File: config.mk
export PLATFORM = sky130hd
export DESIGN_NAME = utf_top
export DESIGN_NICKNAME = d
export VERILOG_FILES = /design/src/utf_pkg.sv /design/src/utf_top.sv
export SDC_FILE = /design/constraint.sdc
export NUM_CORES = 1
export LEC_CHECK = 0
export ABC_AREA = 1
export BUFFER_PORTS_ARGS = -buffer_cell sky130_fd_sc_hd__buf_2
export CAP_MARGIN = 20
export CORE_UTILIZATION = 55
export CTS_CLUSTER_DIAMETER = 200
export CTS_CLUSTER_SIZE = 25
export DETAILED_ROUTE_END_ITERATION = 16
export PLACE_DENSITY_LB_ADDON = 0.1
export SLEW_MARGIN = 20
export SYNTH_ARGS = -nofsm -noshare
export SYNTH_HDL_FRONTEND = slang
export SYNTH_SLANG_ARGS = --single-unit
File: constraint.sdc
create_clock -name clk_sys -period 8.6 [get_ports clk_sys]
set_input_delay 0.43 -clock clk_sys [delete_from_list [all_inputs] [get_ports clk_sys]]
set_output_delay 0.43 -clock clk_sys [all_outputs]
set_load 0.05 [all_outputs]
File: src/utf_pkg.sv
package utf_pkg;
    // Queue depths and word layouts
    localparam int TX_DEPTH = 128;
    localparam int RX_DEPTH = 16;
    localparam int DATA_W = 8;
    localparam int RXW_W = 11;
    localparam int RXW_PAR = 8;
    localparam int RXW_FRM = 9;
    localparam int RXW_NOISE = 10;
    // Line status bit positions
    localparam int LSR_OVR = 1;
    localparam int LSR_PAR = 2;
    localparam int LSR_FRM = 3;
    localparam int LSR_NOISE = 5;
    // Trigger level is counted in units of eight words
    localparam int TRIG_SHIFT = 3;
    // Rate mode codes and oversampling ticks per bit
    localparam logic [1:0] RATE_1X = 2'h0;
    localparam logic [1:0] RATE_2X = 2'h1;
    localparam logic [1:0] RATE_4X = 2'h2;
    localparam logic [4:0] OSR_1X = 5'h10;
    localparam logic [4:0] OSR_2X = 5'h08;
    localparam logic [4:0] OSR_4X = 5'h04;
    // Multiplier factors by select code, predivider floor
    localparam logic [7:0] PLL_X6 = 8'h06;
    localparam logic [7:0] PLL_X48 = 8'h30;
    localparam logic [7:0] PLL_X96 = 8'h60;
    localparam logic [7:0] PLL_X144 = 8'h90;
    localparam logic [5:0] PREDIV_MIN = 6'h01;
    localparam logic [15:0] DIV_MIN = 16'h0001;
    // Reset values
    localparam logic [7:0] HOLD_RST = 8'h00;
    localparam logic [7:0] LSR_RST = 8'h00;
    // Frame state machines
    typedef enum logic [4:0] {
        TX_IDLE = 5'h01, TX_START = 5'h02, TX_DATA = 5'h04, TX_PAR = 5'h08, TX_STOP = 5'h10
    } utf_tx_st_t;
    typedef enum logic [4:0] {
        RX_IDLE = 5'h01, RX_START = 5'h02, RX_DATA = 5'h04, RX_PAR = 5'h08, RX_STOP = 5'h10
    } utf_rx_st_t;
endpackage

File: src/utf_top.sv
`timescale 1ns/100ps
module utf_fifo #(
    parameter int W = 8,
    parameter int DEPTH = 16
) (
    // Clock and reset
    input wire logic clk_sys,
    input wire logic rst_n,
    input wire logic flush,
    // Fill side
    input wire logic in_valid,
    output logic in_ready,
    input wire logic [W-1:0] in_data,
    // Drain side
    output logic out_valid,
    input wire logic out_ready,
    output logic [W-1:0] out_data,
    output logic [$clog2(DEPTH+1)-1:0] level
);
    localparam int AW = $clog2(DEPTH);
    localparam int LW = $clog2(DEPTH+1);
    logic [W-1:0] mem [DEPTH];
    logic [AW-1:0] wp_q, rp_q;
    logic [LW-1:0] cnt_q, cnt_d;
    logic push, pop;

    assign push = in_valid && in_ready;
    assign pop = out_valid && out_ready;
    assign cnt_d = cnt_q + LW'(push) - LW'(pop);
    assign out_data = mem[rp_q];
    assign level = cnt_q;

    // Storage has no reset; only pointers and flags need one
    always_ff @(posedge clk_sys) begin
        if (push) begin
            mem[wp_q] <= in_data;
        end
    end

    // Pointers and counts; depth must be a power of two for pointer wrap
    always_ff @(posedge clk_sys or negedge rst_n) begin
        if (!rst_n) begin
            wp_q <= '0;
            rp_q <= '0;
            cnt_q <= '0;
            in_ready <= 1'b1;
            out_valid <= 1'b0;
        end else if (flush) begin
            wp_q <= '0;
            rp_q <= '0;
            cnt_q <= '0;
            in_ready <= 1'b1;
            out_valid <= 1'b0;
        end else begin
            wp_q <= wp_q + AW'(push);
            rp_q <= rp_q + AW'(pop);
            cnt_q <= cnt_d;
            in_ready <= cnt_d != LW'(DEPTH);
            out_valid <= cnt_d != '0;
        end
    end
endmodule

module utf_top import utf_pkg::*; #(
    parameter int TXD = TX_DEPTH,
    parameter int RXD = RX_DEPTH
) (
    // Clock and reset
    input wire logic clk_sys,
    input wire logic arst_n,
    // Host data path
    input wire logic tx_hold_wr,
    input wire logic [7:0] tx_hold_data,
    output logic tx_hold_ready,
    input wire logic rx_hold_rd,
    output logic rx_avail,
    output logic [7:0] rx_hold_reg,
    output logic [7:0] line_status_reg,
    output logic [$clog2(TXD+1)-1:0] tx_fill,
    output logic [$clog2(RXD+1)-1:0] rx_fill,
    // Line control
    input wire logic tx_halt_bit,
    input wire logic rx_halt_bit,
    input wire logic queue_flush_bit,
    input wire logic tx_polarity_flip,
    input wire logic rx_polarity_flip,
    input wire logic parity_en,
    input wire logic parity_odd,
    input wire logic [3:0] queue_trigger_level,
    // Event flags
    input wire logic isr_clear,
    input wire logic sts_clear,
    output logic tx_level_reached_flag,
    output logic tx_queue_drained_flag,
    output logic tx_line_idle_flag,
    output logic osc_settled_flag,
    // Clocking
    input wire logic xtal_select_bit,
    input wire logic osc_stable,
    input wire logic baud_tick_on_flow_pin,
    input wire logic [1:0] mult_select,
    input wire logic [5:0] prediv_value,
    input wire logic [7:0] baud_whole_high_byte,
    input wire logic [7:0] baud_whole_low_byte,
    input wire logic [3:0] sub_step_nibble,
    input wire logic [1:0] rate_mode,
    output logic xtal_enable,
    output logic [7:0] pll_factor,
    output logic [5:0] pll_prediv,
    // Serial line
    input wire logic serial_in,
    output logic serial_out,
    output logic flow_pin_out
);
    localparam int TLW = $clog2(TXD+1);
    logic [1:0] rst_s_q;
    logic rst_n;
    logic [1:0] oss_q, rxs_q;

    // Reset release through two flops; assertion stays asynchronous
    always_ff @(posedge clk_sys or negedge arst_n) begin
        if (!arst_n) begin
            rst_s_q <= 2'h0;
        end else begin
            rst_s_q <= {rst_s_q[0], 1'b1};
        end
    end
    assign rst_n = rst_s_q[1];

    // Pin synchronisers
    always_ff @(posedge clk_sys or negedge rst_n) begin
        if (!rst_n) begin
            oss_q <= 2'h0;
            rxs_q <= 2'h3;
        end else begin
            oss_q <= {oss_q[0], osc_stable};
            rxs_q <= {rxs_q[0], serial_in};
        end
    end

    // Reference selection and multiplier setup, held for the analog side
    always_ff @(posedge clk_sys or negedge rst_n) begin
        if (!rst_n) begin
            xtal_enable <= 1'b0;
            osc_settled_flag <= 1'b0;
            pll_factor <= PLL_X6;
            pll_prediv <= PREDIV_MIN;
        end else begin
            xtal_enable <= xtal_select_bit;
            osc_settled_flag <= xtal_select_bit ? oss_q[1] : 1'b1;
            case (mult_select)
                2'h0: pll_factor <= PLL_X6;
                2'h1: pll_factor <= PLL_X48;
                2'h2: pll_factor <= PLL_X96;
                default: pll_factor <= PLL_X144;
            endcase
            // Zero would stall the divider, so it reads as one
            pll_prediv <= (prediv_value == '0) ? PREDIV_MIN : prediv_value;
        end
    end

    // Fractional baud generator
    logic [15:0] div_w, div_eff;
    logic [16:0] bcnt_q;
    logic [3:0] acc_q;
    logic [4:0] acc_sum;
    logic tick_q;
    logic [4:0] osr, mid;
    assign div_w = {baud_whole_high_byte, baud_whole_low_byte};
    assign div_eff = (div_w < DIV_MIN) ? DIV_MIN : div_w;
    assign acc_sum = {1'b0, acc_q} + {1'b0, sub_step_nibble};

    // Carry of the sixteenth accumulator stretches one period by a cycle
    always_ff @(posedge clk_sys or negedge rst_n) begin
        if (!rst_n) begin
            bcnt_q <= '0;
            acc_q <= '0;
            tick_q <= 1'b0;
        end else if (!osc_settled_flag) begin
            bcnt_q <= '0;
            tick_q <= 1'b0;
        end else if (bcnt_q == '0) begin
            tick_q <= 1'b1;
            acc_q <= acc_sum[3:0];
            bcnt_q <= {1'b0, div_eff} + 17'(acc_sum[4]) - 17'h1;
        end else begin
            tick_q <= 1'b0;
            bcnt_q <= bcnt_q - 17'h1;
        end
    end

    // Ticks per bit by rate mode; code 3 behaves as 4x
    always_comb begin
        case (rate_mode)
            RATE_1X: osr = OSR_1X;
            RATE_2X: osr = OSR_2X;
            default: osr = OSR_4X;
        endcase
        mid = osr >> 1;
    end

    // Baud clock onto the flow pin; uneven when a fraction is used
    always_ff @(posedge clk_sys or negedge rst_n) begin
        if (!rst_n) begin
            flow_pin_out <= 1'b0;
        end else begin
            flow_pin_out <= baud_tick_on_flow_pin && (bcnt_q[15:0] >= {1'b0, div_eff[15:1]});
        end
    end

    // Transmit queue
    logic tx_ovalid, tx_pop, tx_push;
    logic [7:0] tx_odata;
    assign tx_push = tx_hold_wr && tx_hold_ready;
    utf_fifo #(.W(DATA_W), .DEPTH(TXD)) u_txq (
        .clk_sys(clk_sys),
        .rst_n(rst_n),
        .flush(queue_flush_bit),
        .in_valid(tx_hold_wr),
        .in_ready(tx_hold_ready),
        .in_data(tx_hold_data),
        .out_valid(tx_ovalid),
        .out_ready(tx_pop),
        .out_data(tx_odata),
        .level(tx_fill)
    );

    // Transmitter frame machine
    utf_tx_st_t tx_st_q;
    logic [4:0] tx_cnt_q;
    logic [2:0] tx_bit_q;
    logic [7:0] tx_sh_q;
    logic tx_par_q, tx_line_q, tx_bend, tx_done;
    // Halt only blocks the next pop, so a frame in flight completes
    assign tx_pop = (tx_st_q == TX_IDLE) && !tx_halt_bit && tx_ovalid;
    assign tx_bend = tick_q && (tx_cnt_q == osr - 5'h1);
    assign tx_done = (tx_st_q == TX_STOP) && tx_bend;

    always_ff @(posedge clk_sys or negedge rst_n) begin
        if (!rst_n) begin
            tx_st_q <= TX_IDLE;
            tx_cnt_q <= '0;
            tx_bit_q <= '0;
            tx_sh_q <= '0;
            tx_par_q <= 1'b0;
            tx_line_q <= 1'b1;
        end else if (tx_st_q == TX_IDLE) begin
            tx_line_q <= 1'b1;
            tx_cnt_q <= '0;
            if (tx_pop) begin
                tx_sh_q <= tx_odata;
                tx_par_q <= ^tx_odata ^ parity_odd;
                tx_line_q <= 1'b0;
                tx_st_q <= TX_START;
            end
        end else if (tick_q) begin
            tx_cnt_q <= tx_bend ? 5'h0 : tx_cnt_q + 5'h1;
            if (tx_bend) begin
                case (tx_st_q)
                    TX_START: begin
                        tx_line_q <= tx_sh_q[0];
                        tx_bit_q <= '0;
                        tx_st_q <= TX_DATA;
                    end
                    TX_DATA: begin
                        tx_sh_q <= tx_sh_q >> 1;
                        tx_bit_q <= tx_bit_q + 3'h1;
                        if (tx_bit_q != 3'h7) begin
                            tx_line_q <= tx_sh_q[1];
                        end else if (parity_en) begin
                            tx_line_q <= tx_par_q;
                            tx_st_q <= TX_PAR;
                        end else begin
                            tx_line_q <= 1'b1;
                            tx_st_q <= TX_STOP;
                        end
                    end
                    TX_PAR: begin
                        tx_line_q <= 1'b1;
                        tx_st_q <= TX_STOP;
                    end
                    default: begin
                        tx_line_q <= 1'b1;
                        tx_st_q <= TX_IDLE;
                    end
                endcase
            end
        end
    end

    // Output polarity applied at the pin flop
    always_ff @(posedge clk_sys or negedge rst_n) begin
        if (!rst_n) begin
            serial_out <= 1'b1;
        end else begin
            serial_out <= tx_line_q ^ tx_polarity_flip;
        end
    end

    // Transmit events; a set in the clear cycle wins
    logic [TLW-1:0] trig_words;
    logic lvl_hit, lvl_hit_q, drain_ev, idle_ev;
    assign trig_words = TLW'(queue_trigger_level) << TRIG_SHIFT;
    assign lvl_hit = tx_fill >= trig_words;
    assign drain_ev = tx_pop && (tx_fill == TLW'(1)) && !tx_push;
    assign idle_ev = tx_done && !tx_ovalid;

    always_ff @(posedge clk_sys or negedge rst_n) begin
        if (!rst_n) begin
            lvl_hit_q <= 1'b0;
            tx_level_reached_flag <= 1'b0;
            tx_queue_drained_flag <= 1'b0;
            tx_line_idle_flag <= 1'b0;
        end else begin
            lvl_hit_q <= lvl_hit;
            tx_level_reached_flag <= (lvl_hit && !lvl_hit_q) ||
                (tx_level_reached_flag && !isr_clear);
            tx_queue_drained_flag <= drain_ev || (tx_queue_drained_flag && !isr_clear);
            tx_line_idle_flag <= idle_ev || (tx_line_idle_flag && !sts_clear);
        end
    end

    // Receiver sampling
    utf_rx_st_t rx_st_q;
    logic rx_lvl, rx_prev_q, rx_bend, vote, noisy;
    logic [4:0] rx_cnt_q;
    logic [2:0] rx_bit_q, smp_q;
    logic [7:0] rx_sh_q;
    logic rx_noise_q, rx_perr_q, rx_push_q, rx_iready, ovr_q;
    logic [RXW_W-1:0] rx_word_q;
    logic one_smp;
    assign rx_lvl = rxs_q[1] ^ rx_polarity_flip;
    // Follows the tick count so that code 3 samples like 4x as well
    assign one_smp = (osr == OSR_4X);
    assign rx_bend = tick_q && (rx_cnt_q == osr - 5'h1);
    assign vote = (smp_q[0] & smp_q[1]) | (smp_q[0] & smp_q[2]) | (smp_q[1] & smp_q[2]);
    assign noisy = (smp_q != 3'h0) && (smp_q != 3'h7);

    // Three samples around mid-bit, or one copied three times in 4x
    always_ff @(posedge clk_sys or negedge rst_n) begin
        if (!rst_n) begin
            smp_q <= 3'h7;
            rx_prev_q <= 1'b1;
        end else begin
            rx_prev_q <= rx_lvl;
            if (tick_q && !one_smp && rx_cnt_q == mid - 5'h1) begin
                smp_q[0] <= rx_lvl;
            end
            if (tick_q && rx_cnt_q == mid) begin
                smp_q[1] <= rx_lvl;
                if (one_smp) begin
                    smp_q[0] <= rx_lvl;
                    smp_q[2] <= rx_lvl;
                end
            end
            if (tick_q && !one_smp && rx_cnt_q == mid + 5'h1) begin
                smp_q[2] <= rx_lvl;
            end
        end
    end

    // Receiver frame machine; halt only blocks a new start
    always_ff @(posedge clk_sys or negedge rst_n) begin
        if (!rst_n) begin
            rx_st_q <= RX_IDLE;
            rx_cnt_q <= '0;
            rx_bit_q <= '0;
            rx_sh_q <= '0;
            rx_noise_q <= 1'b0;
            rx_perr_q <= 1'b0;
            rx_push_q <= 1'b0;
            rx_word_q <= '0;
        end else begin
            rx_push_q <= 1'b0;
            if (rx_st_q == RX_IDLE) begin
                rx_cnt_q <= '0;
                if (rx_prev_q && !rx_lvl && !rx_halt_bit) begin
                    rx_noise_q <= 1'b0;
                    rx_perr_q <= 1'b0;
                    rx_st_q <= RX_START;
                end
            end else if (tick_q) begin
                rx_cnt_q <= rx_bend ? 5'h0 : rx_cnt_q + 5'h1;
                if (rx_bend) begin
                    rx_noise_q <= rx_noise_q | noisy;
                    case (rx_st_q)
                        RX_START: begin
                            rx_bit_q <= '0;
                            // A high mid-bit means a glitch, not a start
                            rx_st_q <= vote ? RX_IDLE : RX_DATA;
                        end
                        RX_DATA: begin
                            rx_sh_q <= {vote, rx_sh_q[7:1]};
                            rx_bit_q <= rx_bit_q + 3'h1;
                            if (rx_bit_q == 3'h7) begin
                                rx_st_q <= parity_en ? RX_PAR : RX_STOP;
                            end
                        end
                        RX_PAR: begin
                            rx_perr_q <= ^rx_sh_q ^ vote ^ parity_odd;
                            rx_st_q <= RX_STOP;
                        end
                        default: begin
                            rx_push_q <= 1'b1;
                            rx_word_q <= {rx_noise_q | noisy, !vote, rx_perr_q, rx_sh_q};
                            rx_st_q <= RX_IDLE;
                        end
                    endcase
                end
            end
        end
    end

    // Receive queue; the line cannot stall, so a full queue drops words
    logic rx_ovalid;
    logic [RXW_W-1:0] rx_odata;
    utf_fifo #(.W(RXW_W), .DEPTH(RXD)) u_rxq (
        .clk_sys(clk_sys),
        .rst_n(rst_n),
        .flush(queue_flush_bit),
        .in_valid(rx_push_q),
        .in_ready(rx_iready),
        .in_data(rx_word_q),
        .out_valid(rx_ovalid),
        .out_ready(rx_hold_rd),
        .out_data(rx_odata),
        .level(rx_fill)
    );

    // Hold and status registers follow each read
    logic [7:0] lsr_d;
    always_comb begin
        lsr_d = LSR_RST;
        lsr_d[LSR_OVR] = ovr_q;
        lsr_d[LSR_PAR] = rx_odata[RXW_PAR];
        lsr_d[LSR_FRM] = rx_odata[RXW_FRM];
        lsr_d[LSR_NOISE] = rx_odata[RXW_NOISE];
    end

    always_ff @(posedge clk_sys or negedge rst_n) begin
        if (!rst_n) begin
            rx_hold_reg <= HOLD_RST;
            line_status_reg <= LSR_RST;
            rx_avail <= 1'b0;
            ovr_q <= 1'b0;
        end else begin
            rx_avail <= rx_ovalid;
            ovr_q <= (rx_push_q && !rx_iready) || (ovr_q && !(rx_hold_rd && rx_ovalid));
            if (rx_hold_rd && rx_ovalid) begin
                rx_hold_reg <= rx_odata[7:0];
                line_status_reg <= lsr_d;
            end
        end
    end
endmodule

Yosys cells after proc, flatten, opt, wreduce, memory -nomap -nowiden --
Memory sizes are Yosys's and may differ from the RTL's. A register that Yosys moved wholly into a read port is not among the register bits. Cells that the tools add are included. Widths: inputs -> output; s select.
Storage, ports and cells: flip-flop bits (word level) 157, RAM bits 1200, input bits 59, output and inout port bits 52, word-level logic and storage cells 263, memories kept 2
Memories:
- u_txq.mem | depth 128, bits a word 8, rd ports 1, clocked after memory_dff 0, wr ports 1, line utf_top.sv:22 | logic [W-1:0] mem [DEPTH];
- u_rxq.mem | depth 16, bits a word 11, rd ports 1, clocked after memory_dff 1, wr ports 1, line utf_top.sv:22
Operators by class: add/subtract/negate cells 19, $lt $le $gt $ge 3, equal/unequal tests 28, mux-type cells 74, bitwise operators 14, reductions and logical operators 76
Operators by type and width (number):
- $mux 5 | 18
- $mux 8 | 6
- $mux 17 | 2
- $sub 17x1->17 const B | 2
- $mux 1 | 33
- $reduce_and 4->1 | 8
- $pmux 5 s3 | 2
- $logic_and 1x1->1 | 26
- $pmux 8 s3 | 1
- $eq 5x5->1 | 4
- $reduce_bool 2->1 | 10
- $add 16x1->17 | 1
- $logic_not 17->1 | 1
- $ge 16x15->1 | 1
- $lt 16x1->1 const B | 1
- $mux 16 | 1
- $reduce_xor 8->1 | 2
- $eq 5x3->1 const B | 3
- $add 7x1->7 | 2
- $mux 7 | 2
- $logic_not 1->1 | 13
- $ne 3x3->1 const B | 4
- $pmux 3 s2 | 2
- $add 5x1->5 const B | 2
- other kinds (42) | 67

Depth between registers and ports, before layout --
depth in word-level cells 10, mapped depth 24, mapped depth without buffers 20

By module --
Synthesis repeated with hierarchy kept, for this count alone.
Second synthesis, totals: cells, all modules 5774, area total of the unflattened synthesis 59664.7 um^2
Modules (own cells, without submodules):
- utf_fifo at u_txq | times used 1, cells an instance 4078, area each 44154.8 um^2, sequential area each 31351.3 um^2
- utf_fifo at u_rxq | times used 1, cells an instance 829, area each 8420.6 um^2, sequential area each 5661.7 um^2
- utf_top | times used 1, cells an instance 867, area each 7089.3 um^2, sequential area each 3093.0 um^2

Least setup slack after synthesis --
No wires, ideal clock.
kind reg-to-reg, start register tx_st_q[3], end register u_txq.out_valid, setup time 0.133 ns, arrival time 2.634 ns, required time 8.467 ns, setup slack 5.834 ns, stages on the path, launching flop included 15, buffers on the path 0, clock period less this slack 2.766 ns, cell sequence dfrtp_1 > nor2_1 > nand4_1 > nor3_2 > ha_1 > inv_1 > ha_1 > fa_1 > a21oi_1 > o21bai_1 > a21oi_1 > o21bai_1 > xor2_1 > nor3_1 > o21ai_0
Between the ends: longest elaborated chain between the ends 7
RTL lines:
- start, declared | line utf_top.sv:229 | utf_tx_st_t tx_st_q;
- start signal, assigned | line utf_top.sv:241 | tx_st_q <= TX_IDLE;
- start signal, assigned | line utf_top.sv:254 | tx_st_q <= TX_START;
- start signal, assigned | line utf_top.sv:263 | tx_st_q <= TX_DATA;
- $eq 5x1->1 | line utf_top.sv:235 | assign tx_pop = (tx_st_q == TX_IDLE) && !tx_halt_bit && tx_ovalid;
- $logic_and 1x1->1 (2 in series) | line utf_top.sv:235
- $logic_and 1x1->1 | line utf_top.sv:28 | assign pop = out_valid && out_ready;
- $sub 8x1->8 | line utf_top.sv:29 | assign cnt_d = cnt_q + LW'(push) - LW'(pop);
- $reduce_bool 8->1 | line utf_top.sv:59 | out_valid <= cnt_d != '0;
- $mux 1 | line utf_top.sv:48 | end else if (flush) begin
- end signal, assigned | line utf_top.sv:47 | out_valid <= 1'b0;
- end signal, assigned | line utf_top.sv:53 | out_valid <= 1'b0;
- end signal, assigned | line utf_top.sv:59
- end, declared | line utf_top.sv:15 | output logic out_valid,
No other way between the ends. A chain may end at the register's enable or synchronous reset.

Worst setup path after layout --
start register u_txq.rp_q[0], end register tx_par_q
Between the ends: longest elaborated chain between the ends 3
RTL lines:
- start, declared | line utf_top.sv:23 | logic [AW-1:0] wp_q, rp_q;
- start signal, assigned | line utf_top.sv:56 | rp_q <= rp_q + AW'(pop);
- $mem_v2 128x8
- $reduce_xor 8->1 | line utf_top.sv:252 | tx_par_q <= ^tx_odata ^ parity_odd;
- $xor 1x1->1 | line utf_top.sv:252
- end signal, assigned | line utf_top.sv:252
- end, declared | line utf_top.sv:233 | logic tx_par_q, tx_line_q, tx_bend, tx_done;
No other way between the ends.

==> run summary <==
SYNTH
----------------------------------------------------------------------------------------
Count of yosys warnings during synthesis                                               0
Avg Synthesized Cell Area                                                      11.1 um^2
Post-Syn Instances                                                                  5188
Share of the yosys chip area belonging to registers                                69.6%
Distinct cells, synth                                                                 55
Cell area after synthesis                                                    0.0576 mm^2
FF+latch count, synth                                                               1362

CRITICAL PATH
----------------------------------------------------------------------------------------
Kind of start point of the critical path                                            flop
R2R setup slack                                                                  3.98 ns
Kind of critical path                                                       flop to flop
Cell family with most CP delay                                              simple AND/OR/NAND/NOR gates
Slowest stage cell on the critical path                                     sky130_fd_sc_hd__dfrtp_4
WP data arrival                                                                  5.23 ns
Critical path peak fanout                                                            155
Count of buffering cells on the critical path with inverters included                  2
Maximum single-stage delay on the critical path                                  1.11 ns
Capturing element type of the critical path                                         flop
WP data required                                                                 9.21 ns
Cell type with the highest occurrence count on the critical path            sky130_fd_sc_hd__nand2_1
Count of cells along the worst register-to-register path                              19
Cell-by-cell listing of the critical path                                   buf_12 > buf_4 > nor2_1 > nor2_1 > o21ai_0 > nand3_1 > nand3_1 > nand2_1 > nand3_1 > nand2_1 > nand2_1 > nand2_1 > nand2_1 > nand2_1 > nand3_1 > nand2_1 > nand2_1 > nand3_1 > nand2_1
Reg2reg end                                                                 tx_par_q$_DFFE_PN0P_
Worst flop-to-flop path startpoint                                          u_txq.rp_q[0]$_DFF_PN0_

FLOORPLAN
----------------------------------------------------------------------------------------
Core region area                                                              0.104 mm^2
Die area                                                                      0.106 mm^2
Ports                                                                                111
Vertical extent of the die                                                        326 um
Rows                                                                                 118
Initial core utilization                                                           55.6%
Die width                                                                         326 um

CLOCKING
----------------------------------------------------------------------------------------
Clock buffer count from CTS                                                           60
Count of clock tree sinks                                                           1362
Source-to-sink clock delay at the later pin of the worst-skew pair               0.72 ns
Clock tree root driver cell                                                 sky130_fd_sc_hd__clkbuf_16
CTS H-tree depth                                                                       2
Clock slew at reported path FFs                                                  0.11 ns
TritonCTS clock tree                                                               built
Maximum buffer depth of the clock tree                                                 3
Setup Buffers After CTS                                                                0

OUTCOME
----------------------------------------------------------------------------------------
Run status                                                                  finished clean

LAYOUT
----------------------------------------------------------------------------------------
Total Nets Final                                                                    5276
Commonest cells after routing, fill and taps aside                          sky130_fd_sc_hd__edfxtp_1 (1200), sky130_fd_sc_hd__nand2_1 (1041), sky130_fd_sc_hd__nor2_1 (916)
Most frequent standard cell in the layout excluding fill and tap cells      sky130_fd_sc_hd__edfxtp_1
Fill cell instance count of the final layout                                        8634
Register bank with the most flops                                              u_txq.mem
Largest registers in the final layout                                       u_txq.mem x1024, u_rxq.mem x176, bcnt_q x17
Post-Route Utilization                                                             58.7%
Register area                                                                0.0401 mm^2
Number of flip-flops under the largest register name                                1024
Layout cells sized above 1                                                         5.46%
Layout area overhead                                                               5.65%
Multi-input logic area                                                       0.0152 mm^2
Diodes inserted                                                                        0

POWER
----------------------------------------------------------------------------------------
Leakage Power                                                                  0.0223 uW
Pwr Density                                                                  204 mW/mm^2
Worst ir drop on vdd                                                          0.000203 V

GLOBAL ROUTING
----------------------------------------------------------------------------------------
Total routing resource utilization after global routing                            26.9%
Overflow left after global routing                                                     0
Global-route wire length before repair                                            219 mm
Vias in the first global route                                                     35600
Pin count of the biggest net entering global routing                                 189
Initial antenna violation count                                                        1

DETAILED ROUTING
----------------------------------------------------------------------------------------
WL met3                                                                          9.13 mm
Detailed-route DRC error count                                                         0
Met2 WL                                                                          69.0 mm
Iteration-0 DRC Markers                                                             4152
Vias post-DR                                                                       37700
Met1 routed wirelength after detailed routing                                    62.1 mm
Count of TritonRoute iterations in the first routing pass                              6
DRT antenna net count                                                                  0
Wire length after detailed routing                                                144 mm
Detail-routed net length per standard cell                                       21.9 um
Via density per instance                                                            5.72
Highest metal layer with signal wires                                               met5

STA
----------------------------------------------------------------------------------------
Top achievable clock speed                                                       216 MHz
Number of pins exceeding their max-slew limit in the final report                      0
Worst Skew                                                                     0.0299 ns
Hold violation count in the final report                                               0
Post-route fraction of the period consumed by the critical path                    53.7%
Setup violators final                                                                  0
Aggregate negative setup slack                                                      0 ns
Slew of the pin with the lowest slew margin                                      1.11 ns
Min Clock Period, post-route                                                     4.62 ns
Max transition margin                                                              25.6%
Setup repair after global routing missed its margin                                   no

MIN PATH
----------------------------------------------------------------------------------------
Path type of the worst min-delay path                                       input port to async pin

PLACED DESIGN
----------------------------------------------------------------------------------------
RePlAce Congestion                                                                 0.889
Number of buffer cells added on primary ports                                        104
Total half-perimeter wirelength after legalization and detailed placement        84.0 mm

RUN
----------------------------------------------------------------------------------------
Max-capacitance violation count                                                        0

==> cells in the mapped netlist, drive strengths merged <==
cell     instances  area, um^2
dfstp           14         368
nand4           25         156
nor3            27         145
conb             2        7.51
or2             10        62.6
o221a            1        11.3
o2bb2ai          1        8.76
a311oi           1        8.76
o32ai            3        26.3
xnor2           14         123
a21oi          116         581
nor4            15         100
nand2         1041        3910
nand3          463        2330
o2111ai          1        8.76
dfrtp          148        3700
a31oi            8        50.1
o21bai           3        22.5
o21ai          452        2260
fa               3        60.1
a221oi           3        26.3
inv            227         852
nor2           923        3470
o221ai           1        8.76
buf            181        1120
xor2            29         254
mux2             9         101
ha              60         751
a41oi            1        8.76
o211ai          18         135
o21a             2        15.0
clkinv           6        22.5
a22oi            1        7.51
and3             3        18.8
edfxtp        1200       36000
or4              2        15.0
a211oi           7        57.6
a2111oi          2        17.5
o22ai           57         357
o31ai            1        7.51
a211o            1        8.76
clkbuf         106         398
==> layer usage <==
metal  vias to the layer above  GRT usage, %
li1                      17800             -
met1                     18500          38.6
met2                      1287          43.8
met3                       200          3.06
met4                         2          7.56
met5                         -             0
==> per-stage QoR <==
stage / hold WS [ns] / power [uW] / worst slack (ns) / cells / area (um^2)
6_report: 0.0371 / 12400 / 3.98 / 6586 / 60900
4_1_cts: 0.0000742 / 12500 / 4.01 / 6584 / 60900
3_5_place_dp: 0.225 / 9190 / 4.04 / 6448 / 58900
3_3_place_gp: 0.217 / 9150 / 3.99 / 6448 / 58900
2_1_floorplan: 0.134 / 8670 / 3.78 / 5193 / 57700
5_1_grt: 0.0373 / 12900 / 3.60 / 6586 / 60900
==> worst max-delay path by stage <==
stage,from,endpoint,depth (start not counted)
after detailed placement,u_txq.rp_q[0]$_DFF_PN0_,tx_par_q$_DFFE_PN0P_,16
after CTS,u_txq.rp_q[0]$_DFF_PN0_,tx_par_q$_DFFE_PN0P_,16
after global routing,u_txq.rp_q[0]$_DFF_PN0_,tx_par_q$_DFFE_PN0P_,19
final,u_txq.rp_q[0]$_DFF_PN0_,tx_par_q$_DFFE_PN0P_,19
after global placement,u_txq.rp_q[0]$_DFF_PN0_,tx_par_q$_DFFE_PN0P_,18
after floorplan,rst_s_q[1]$_DFF_PN0_,acc_q[0]$_DFFE_PN0P_,0
==> final cells by class <==
type                            count  share of cell area, %
Sequential cell                  1362                   65.9
Multi-Input combinational cell   3311                   24.9
Tap cell                         1380                   2.84
Clock buffer                      111                   2.82
Timing Repair Buffer              186                   2.03
Inverter                          233                   1.47
Clock inverter                      3                 0.0555
==> logic make-up after synthesis <==
| family | Yosys count | share of synthesized area, % |
|---|---|---|
| and+or+nand+nor | 2509 | 17.7 |
| xor gates and xnor gates | 43 | 0.653 |
| adders and majority gates | 63 | 1.41 |
| AOI/OAI and AO/OA | 680 | 6.30 |
| DFF | 1362 | 69.6 |
| other | 2 | 0.0130 |
| buffers and inverters | 520 | 4.15 |
| muxes | 9 | 0.176 |
==> power by group <==
part / leakage, uW / internal, uW / total, uW / switching [uW]
Clock: 0.000827 / 1360 / 3390 / 2030
Combinational: 0.00867 / 428 / 1460 / 1030
Sequential: 0.0128 / 7400 / 7590 / 186
==> worst register-to-register path, stage by stage, from the launching register on <==
cell	delay (ns)
sky130_fd_sc_hd__dfrtp_4	1.11
sky130_fd_sc_hd__buf_12	0.70
sky130_fd_sc_hd__buf_4	0.89
sky130_fd_sc_hd__nor2_1	0.14
sky130_fd_sc_hd__nor2_1	0.11
sky130_fd_sc_hd__o21ai_0	0.11
sky130_fd_sc_hd__nand3_1	0.19
sky130_fd_sc_hd__nand3_1	0.17
sky130_fd_sc_hd__nand2_1	0.13
sky130_fd_sc_hd__nand3_1	0.19
sky130_fd_sc_hd__nand2_1	0.13
sky130_fd_sc_hd__nand2_1	0.05
sky130_fd_sc_hd__nand2_1	0.10
sky130_fd_sc_hd__nand2_1	0.06
sky130_fd_sc_hd__nand2_1	0.09
sky130_fd_sc_hd__nand3_1	0.11
sky130_fd_sc_hd__nand2_1	0.09
sky130_fd_sc_hd__nand2_1	0.05
sky130_fd_sc_hd__nand3_1	0.06
sky130_fd_sc_hd__nand2_1	0.05
==> what timing repair did <==
| item | CTS | global route |
|---|---|---|
| endpoints found under the hold margin | 26 | 0 |
| gates resized for setup | 0 | 0 |
| hold buffers | 22 | 0 |
(Power assumes the default switching activity.)
